$ cat src/sled_cfg.svh
`ifndef SLED_CFG_SVH
`define SLED_CFG_SVH

// system clock rate and millisecond tick
`define SLED_CLK_HZ 200000000
`define SLED_TICK_MS 1
`define SLED_CYC_PER_MS ((`SLED_CLK_HZ / 1000) * `SLED_TICK_MS)

// pattern phase lengths in milliseconds
`define SLED_SLOW_MS 500
`define SLED_FAST_MS 125
`define SLED_FMT_MS 500

// pulses of each colour in the crash sequence
`define SLED_CRASH_PULSES 3

// state select encoding
`define SLED_SEL_RUN 3'h0
`define SLED_SEL_FORMAT 3'h1
`define SLED_SEL_ERROR 3'h2
`define SLED_SEL_CRASH 3'h3
`define SLED_SEL_UPD_IDLE 3'h4
`define SLED_SEL_UPD_INST 3'h5
`define SLED_SEL_RESET 3'h6
`define SLED_SEL_OFF 3'h7

`endif

$ cat src/sled_pkg.sv
`default_nettype none
package sled_pkg;

  typedef logic [2:0] sled_sel_type;

  typedef enum logic [3:0] {
    SLED_PH_ON = 4'h1,
    SLED_PH_OFF = 4'h2,
    SLED_PH_ALT_A = 4'h4,
    SLED_PH_ALT_B = 4'h8
  } sled_phase_type;

endpackage

`default_nettype wire

$ cat src/sled_driver.sv
// Contract
// - while the firmware runs normally the health LED is steady green.
// - during file system formatting the health LED blinks green in phases.
// - with a system error present the health LED is steady yellow.
// - on a crash it repeats 3 yellow then 3 green pulses, 500 ms on/off.
// - update idle alternates yellow 500 ms and green 500 ms.
// - update install alternates yellow 125 ms and green 125 ms.
// - both colours stay dark while a firmware reset is in progress.
// - communication and Ethernet LEDs are driven by firmware, registered here.
`timescale 1ns/100ps
`default_nettype none
`include "sled_cfg.svh"

module sled_driver (
  // clock and reset
  input wire logic clk_sys,
  input wire logic sys_rst,
  // firmware state
  input wire sled_pkg::sled_sel_type state_sel,
  // communication and ethernet patterns from firmware
  input wire logic [1:0] com0_fw,
  input wire logic [1:0] com1_fw,
  input wire logic [3:0] eth_fw,
  // leds
  output logic health_indicator_led_green,
  output logic health_indicator_led_yellow,
  output logic [1:0] com0_led,
  output logic [1:0] com1_led,
  output logic [3:0] eth_led
);
  import sled_pkg::*;

  localparam int unsigned TICK_CYC = `SLED_CYC_PER_MS;
  localparam logic [17:0] TICK_LAST = 18'(TICK_CYC - 1);
  localparam logic [9:0] SLOW_LAST = 10'(`SLED_SLOW_MS - 1);
  localparam logic [9:0] FAST_LAST = 10'(`SLED_FAST_MS - 1);
  localparam logic [9:0] FMT_LAST = 10'(`SLED_FMT_MS - 1);
  localparam logic [2:0] PULSE_LAST = 3'(`SLED_CRASH_PULSES - 1);

  // ms tick divider
  logic [17:0] div_q, div_d;
  logic tick;

  // pattern state
  sled_sel_type sel_q, sel_d;
  sled_phase_type ph_q, ph_d;
  logic [9:0] ms_q, ms_d;
  logic [2:0] pulse_q, pulse_d;
  logic crash_green_q, crash_green_d;
  logic grn_q, grn_d, yel_q, yel_d;

  // firmware driven pass-through leds
  logic [1:0] com0_q, com0_d;
  logic [1:0] com1_q, com1_d;
  logic [3:0] eth_q, eth_d;

  function automatic logic [9:0] phase_last(input sled_sel_type s);
    if (s == `SLED_SEL_UPD_INST) begin
      phase_last = FAST_LAST;
    end else if (s == `SLED_SEL_FORMAT) begin
      phase_last = FMT_LAST;
    end else begin
      phase_last = SLOW_LAST;
    end
  endfunction

  // first phase after a state change
  function automatic sled_phase_type first_phase(input sled_sel_type s);
    if (s == `SLED_SEL_CRASH || s == `SLED_SEL_FORMAT) begin
      first_phase = SLED_PH_ON;
    end else begin
      first_phase = SLED_PH_ALT_A;
    end
  endfunction

  function automatic logic phase_on(input sled_phase_type p);
    phase_on = (p == SLED_PH_ON);
  endfunction

  always_comb begin
    tick = (div_q == TICK_LAST);
    div_d = tick ? 18'h00000 : div_q + 18'h00001;
  end

  always_comb begin
    sel_d = state_sel;
    ph_d = ph_q;
    ms_d = ms_q;
    pulse_d = pulse_q;
    crash_green_d = crash_green_q;
    if (state_sel != sel_q) begin
      // restart from first phase
      ph_d = first_phase(state_sel);
      ms_d = 10'h000;
      pulse_d = 3'h0;
      crash_green_d = 1'b0;
    end else if (tick) begin
      if (ms_q == phase_last(sel_q)) begin
        ms_d = 10'h000;
        case (ph_q)
          SLED_PH_ON: begin
            ph_d = SLED_PH_OFF;
          end
          SLED_PH_OFF: begin
            ph_d = SLED_PH_ON;
            if (sel_q == `SLED_SEL_CRASH) begin
              if (pulse_q == PULSE_LAST) begin
                pulse_d = 3'h0;
                crash_green_d = ~crash_green_q;
              end else begin
                pulse_d = pulse_q + 3'h1;
              end
            end
          end
          SLED_PH_ALT_A: begin
            ph_d = SLED_PH_ALT_B;
          end
          SLED_PH_ALT_B: begin
            ph_d = SLED_PH_ALT_A;
          end
          default: begin
            ph_d = SLED_PH_ALT_A;
          end
        endcase
      end else begin
        ms_d = ms_q + 10'h001;
      end
    end
  end

  always_comb begin
    grn_d = 1'b0;
    yel_d = 1'b0;
    case (sel_q)
      `SLED_SEL_RUN: begin
        grn_d = 1'b1;
      end
      `SLED_SEL_FORMAT: begin
        grn_d = phase_on(ph_q);
      end
      `SLED_SEL_ERROR: begin
        yel_d = 1'b1;
      end
      `SLED_SEL_CRASH: begin
        grn_d = phase_on(ph_q) && crash_green_q;
        yel_d = phase_on(ph_q) && !crash_green_q;
      end
      `SLED_SEL_UPD_IDLE, `SLED_SEL_UPD_INST: begin
        yel_d = (ph_q == SLED_PH_ALT_A);
        grn_d = (ph_q == SLED_PH_ALT_B);
      end
      `SLED_SEL_RESET: begin
        grn_d = 1'b0;
        yel_d = 1'b0;
      end
      default: begin
        grn_d = 1'b0;
        yel_d = 1'b0;
      end
    endcase
  end

  always_comb begin
    com0_d = com0_fw;
    com1_d = com1_fw;
    eth_d = eth_fw;
  end

  // divider register
  always_ff @(posedge clk_sys or posedge sys_rst) begin
    if (sys_rst) begin
      div_q <= 18'h00000;
    end else begin
      div_q <= div_d;
    end
  end

  // pattern registers
  always_ff @(posedge clk_sys or posedge sys_rst) begin
    if (sys_rst) begin
      sel_q <= `SLED_SEL_RESET;
      ph_q <= SLED_PH_ALT_A;
      ms_q <= 10'h000;
      pulse_q <= 3'h0;
      crash_green_q <= 1'b0;
    end else begin
      sel_q <= sel_d;
      ph_q <= ph_d;
      ms_q <= ms_d;
      pulse_q <= pulse_d;
      crash_green_q <= crash_green_d;
    end
  end

  // health led registers
  always_ff @(posedge clk_sys or posedge sys_rst) begin
    if (sys_rst) begin
      grn_q <= 1'b0;
      yel_q <= 1'b0;
    end else begin
      grn_q <= grn_d;
      yel_q <= yel_d;
    end
  end

  // pass-through registers
  always_ff @(posedge clk_sys or posedge sys_rst) begin
    if (sys_rst) begin
      com0_q <= 2'h0;
      com1_q <= 2'h0;
      eth_q <= 4'h0;
    end else begin
      com0_q <= com0_d;
      com1_q <= com1_d;
      eth_q <= eth_d;
    end
  end

  assign health_indicator_led_green = grn_q;
  assign health_indicator_led_yellow = yel_q;
  assign com0_led = com0_q;
  assign com1_led = com1_q;
  assign eth_led = eth_q;

endmodule

`default_nettype wire

$ cat config.mk
export PLATFORM = sky130hd
export DESIGN_NAME = sled_driver
export DESIGN_NICKNAME = d
export VERILOG_FILES = /design/src/sled_pkg.sv /design/src/sled_driver.sv
export VERILOG_INCLUDE_DIRS = /design/src /design/src/src
export SDC_FILE = /design/constraint.sdc
export NUM_CORES = 1
export LEC_CHECK = 0
export ABC_AREA = 1
export BUFFER_PORTS_ARGS = -buffer_cell sky130_fd_sc_hd__buf_4
export CORE_MARGIN = 2
export CORE_UTILIZATION = 64
export DETAILED_ROUTE_END_ITERATION = 7
export PLACE_DENSITY = 0.85
export RECOVER_POWER = 25
export SYNTH_ARGS = -nofsm -noshare
export SYNTH_HDL_FRONTEND = slang
export SYNTH_SLANG_ARGS = --single-unit
$ cat constraint.sdc
create_clock -name clk_sys -period 3.49 [get_ports clk_sys]
set_input_delay 0.698 -clock clk_sys [delete_from_list [all_inputs] [get_ports clk_sys]]
set_output_delay 0.698 -clock clk_sys [all_outputs]
set_load 0.02 [all_outputs]
* Yosys cells after proc, flatten, opt, wreduce, memory -nomap -nowiden
Cells that the tools add are included.
Storage, ports and cells: register bits 49, output and inout bits 10, logic and storage cells 70, bits of input ports 13
Cells by class: multiplexer cells 26, reduce and logical (&&, ||, !) cells 14, $add $sub $neg 3, bitwise gates (word level) 1, eq/ne operators 15
Operators by type and width (number):
- 10-bit two-way mux | 5
- 3-bit two-way mux | 7
- 18-bit by 1-bit adder with 18-bit output, second input constant | 1
- 18-bit == test, second input constant | 1
- 18-bit two-way mux | 1
- 3-bit by 2-bit == test with 1-bit output, second input constant | 4
- 4-bit two-way mux | 3
- 4-bit one-hot mux with 3 select lines | 1
- 10-bit by 1-bit adder with 10-bit output, second input constant | 1
- 10-bit == test | 1
- 2-bit nonzero test | 5
- 9-bit two-way mux | 1
- 3-bit by 1-bit == test with 1-bit output, second input constant | 2
- 3-bit == test, second input constant | 2
- 1-bit two-way mux | 6
- 5-bit AND reduction | 1
- 4-bit by 1-bit == test with 1-bit output, second input constant | 1
- 4-bit by 2-bit == test with 1-bit output, second input constant | 1
- 4-bit by 3-bit == test with 1-bit output, second input constant | 1
- 4-bit == test, second input constant | 1
- 1-bit one-hot mux with 4 select lines | 1
- 4-bit AND reduction | 1
- 3-bit by 1-bit adder with 3-bit output, second input constant | 1
- 3-bit zero test | 1
- 8 further kinds | 9

* Logic depth before layout (Yosys ltp)
depth after elaboration 8, depth in mapped cells 11, mapped depth without buffers 11

* Worst setup path before layout
Ideal clock, no wire load.
kind in2reg, start input state_sel[0], end register pulse_q[0], arrival 1.556 ns, buffers on the path 1, setup slack 1.859 ns, required time 3.416 ns, stages on the path 10, cell sequence xnor2_1 nand2_1 nor2_2 buf_6 nand2_4 nand2_4 inv_4 nand2_4 nand2_1 o21ai_2
On the way: cells in the longest elaborated chain, start to end 3
RTL lines:
- start, declared | RTL line sled_driver.sv:19 | input wire sled_pkg::sled_sel_type state_sel,
- 3-bit != test (*) | RTL line sled_driver.sv:91 | if (state_sel != sel_q) begin
- 2-bit nonzero test (no source line)
- 4-bit AND reduction (no source line)
- end signal, assigned | RTL line sled_driver.sv:190 | pulse_q <= pulse_d;
- end, declared | RTL line sled_driver.sv:48 | logic [2:0] pulse_q, pulse_d;
Every way passes the cells marked *; elsewhere a longest branch is shown, timed or not. A chain may end at the register's enable or synchronous reset.

* Worst setup path after layout
start register sel_q[1], end register pulse_q[0]
On the way: cells in the longest elaborated chain, start to end 7
RTL lines:
- start, declared | RTL line sled_driver.sv:45 | sled_sel_type sel_q, sel_d;
- start signal, assigned | RTL line sled_driver.sv:181 | sel_q <= `SLED_SEL_RESET;
- start signal, assigned | RTL line sled_driver.sv:187 | sel_q <= sel_d;
- 3-bit == test
- 9-bit two-way mux | RTL line sled_driver.sv:58 | if (s == `SLED_SEL_UPD_INST) begin
- 10-bit two-way mux | RTL line sled_driver.sv:97 | end else if (tick) begin
- 10-bit two-way mux | RTL line sled_driver.sv:91
- 10-bit == test | RTL line sled_driver.sv:98 | if (ms_q == phase_last(sel_q)) begin
- 2-bit nonzero test (no source line)
- 4-bit AND reduction (no source line)
Several ways; a longest one is shown, not always the timed one. The select of a mux whose other input is x is not followed.

==> qor.yml <==
synth:
  synth_area_sq_um: 2630
  yosysSeqAreaShare_pct: 46.8
  avgSynthCellArea_sq_um: 7.92
  synthTopCellsByCount: "74 x nand2_1, 47 x inv_1, 46 x dfrtp_1, 43 x nor2_1, 28 x nand3_1"
  async_reset_ff_share_pct: 100
  synth-main-ff-cell: "dfrtp_1"
  synth-edff-count: 0
  yosys.cell_count.top_type: "nand2_1"
  yosys_warnings: 0
  synthTopCellsByArea: "dfrtp_1 44%, nand2_1 11%, inv_1 6.7%, nor2_1 6.1%, nand3_1 5.3%"
  synth_top_area_share_pct: 43.8
  synth_top_area_cell: "dfrtp_1"
  yosys_register_bits: 49
  ys_types: 34
  syn_nets: 347
  synthCells: 332
final_layout:
  area_growth_pct: 11.4
  final_nets: 373
  final-seq-area_sq_um: 1230
  antenna_cells: 0
  fillCellCount: 316
  drive_above_1_share_pct: 13.4
  multi_input_area_sq_um: 1170
  final_cells: 409
critical_path:
  reg2reg_slack_ps: 1380
  path_class: "reg -> reg"
  startpoint_type: "flop"
  rr_endpoint: "pulse_q[0]$_DFFE_PP0P_"
  critPathMaxFanout: 15
  cp_data_arrival_time_ps: 2350
  startpoint: "sel_q[1]$_DFF_PP1_"
  worstSetupEndpointType: "flop"
  crit_required_ps: 3730
  timing.critical_path.to: "pulse_q[0]$_DFFE_PP0P_"
  ff2ff_path_depth: 9
  rr_startpoint: "sel_q[1]$_DFF_PP1_"
timing:
  setup_ws_ps: 1380
  hold_viol_final: 0
  setup_viol: 0
  fin_crit_ps: 2110
  period_share_pct: 60.6
  drv_slew: 50
  rsz0062_at_grt: "false"
  relSlewSlack_pct: -14.9
  tightest_slew_ps: 1720
  fin_setup_tns_ps: 0
  finalClockSkew_ps: 7.69
  fmax_mhz: 473
clock_tree:
  insertion_delay_ps: 310
  cts_hold_buf: 0
  postCtsSetupBuffers: 0
  numCtsBuffers: 5
  htree_levels: 2
  root_buffer: "clkbuf_8"
  cts-resized-gates: 0
  clk_path_buf_depth: 2
  clock_sinks: 49
  cts.clk_slew.worst_paths_ps: 90
  cts_tree: "yes"
min_path:
  hp-start: "state_sel[1]"
  hold_class: "in -> reg"
power_and_ir_drop:
  p_per_area_nw_per_um2: 391
  peakVddDrop_uv: 416
  power.total_w: 0.00115
  p_leak_nw: 1.46
grt:
  grt_most_used_layer: "met2"
  grt_use_met1_pct: 35.0
  grt_pass1_wl_um: 9340
  overflow: 0
  grt_max_degree: 50
  grt_pass1_vias: 2151
  track_usage_pct: 27.2
  use_met2_pct: 45.0
  grt_util_met3_pct: 4.93
  antenna_found_initial: 0
floorplan:
  die_h_um: 68.1
  die_x_um: 68.1
  start_util_pct: 66.2
  die_area_sq_um: 4640
  core-area_sq_um: 3970
  rows: 23
  io_pins: 23
drt:
  drt_pre_antenna_iters: 4
  vias: 2238
  final_antenna_net_count: 0
  avgViaCountPerCell: 5.47
  wl_per_cell_um: 13.1
  drtIter0Drc: 313
  drc: 0
  wl_um: 5380
placement:
  pre_cts_ws_ps: 1140
  placed_cells: 401
  portBuffers: 22
  dp.final_hpwl_um: 3980
  routabilityCongestion: 0.925
outcome:
  status: "finished, violations left"
  violations: "max-capacitance violations, max-slew violations"
flow_run:
  maxCapViolCount: 1
[cell families after synthesis]
family,share of synthesized area [%]
AO/OA/AOI/OAI,6.90
XOR/XNOR,5.00
adder cells (fa/ha/maj),0.951
buffers and inverters,8.52
flip-flops,46.8
AND/OR/NAND/NOR,31.9
[critical path: stages, from the launching register on]
cell	delay [ps]
dfstp_2	610
xnor2_1	130
nand2_1	80
nor2_2	400
nand2_2	300
nand2_4	200
inv_4	70
nand2_4	90
nand2_1	90
o21ai_2	60
[stage by stage]
stage | hold slack, ps | instance area (sq um) | utilization [%]
floorplan | 476 | 2630 | -
global placement | 504 | 2830 | 71.3
detailed placement | 501 | 2830 | 71.3
CTS | 486 | 2950 | 74.2
global route | 494 | 2930 | 73.8
finish | 492 | 2930 | 73.8
[final cells by class]
class	count	area share (%)
clock buffers	5	2.35
clock inverters	3	1.58
inverters	52	6.75
multi-input cells	228	40.0
flip-flops and latches	49	42.0
well taps	50	2.13
repair buffers	22	5.25
[routing by layer]
layer	wire length, um	vias to the layer above
met1	2310	1026
met4	125	0
met2	2580	90
met3	356	11
met5	0	-
li1	-	1111
[power by group]
group          total, W  switching [W]  internal [W]
clock network  0.000418       0.000203      0.000215
logic          0.000125      0.0000833     0.0000416
registers      0.000603      0.0000148      0.000589
total           0.00115       0.000301      0.000845
[sequential cells by signal, summed over array words and instances, names as in the netlist]
register                     count
com0_led                         2
com1_led                         2
crash_green_q                    1
div_q                           18
eth_led                          4
health_indicator_led_green       1
health_indicator_led_yellow      1
ms_q                            10
ph_q                             4
pulse_q                          3
sel_q                            3
[worst min-delay path by stage]
stage                            endpoint  slack [ps]  cells after the start
floorplan             ph_q[2]$_DFFE_PP1P_         480                      2
global placement      ph_q[2]$_DFFE_PP1P_         500                      2
detailed placement    ph_q[2]$_DFFE_PP1P_         500                      2
CTS                 com1_led[1]$_DFF_PP0_         490                      1
global route           sel_q[1]$_DFF_PP1_         490                      1
finish                 sel_q[1]$_DFF_PP1_         490                      1
[cell usage in the layout (no fill, tap or decap), types with 2 or more instances in the layout]
cell type	synthesis	layout
inv_2	4	4
inv_1	47	47
a21oi_1	9	9
o21ai_2	3	3
o21ai_0	11	11
nor4_1	4	4
ha_1	2	2
o21ai_1	4	4
nand4_1	9	9
clkbuf_4	0	9
clkbuf_1	0	3
nor2_1	43	43
nor3_1	7	7
nand2_4	3	3
nand3_1	28	29
nor2_4	2	2
clkbuf_8	0	5
xor2_1	13	13
xnor2_1	2	2
buf_4	2	10
dfrtp_1	46	46
nand2_1	74	74
or2_1	2	2
dfstp_2	3	3
Note: power is estimated with default switching activity, not from simulation.
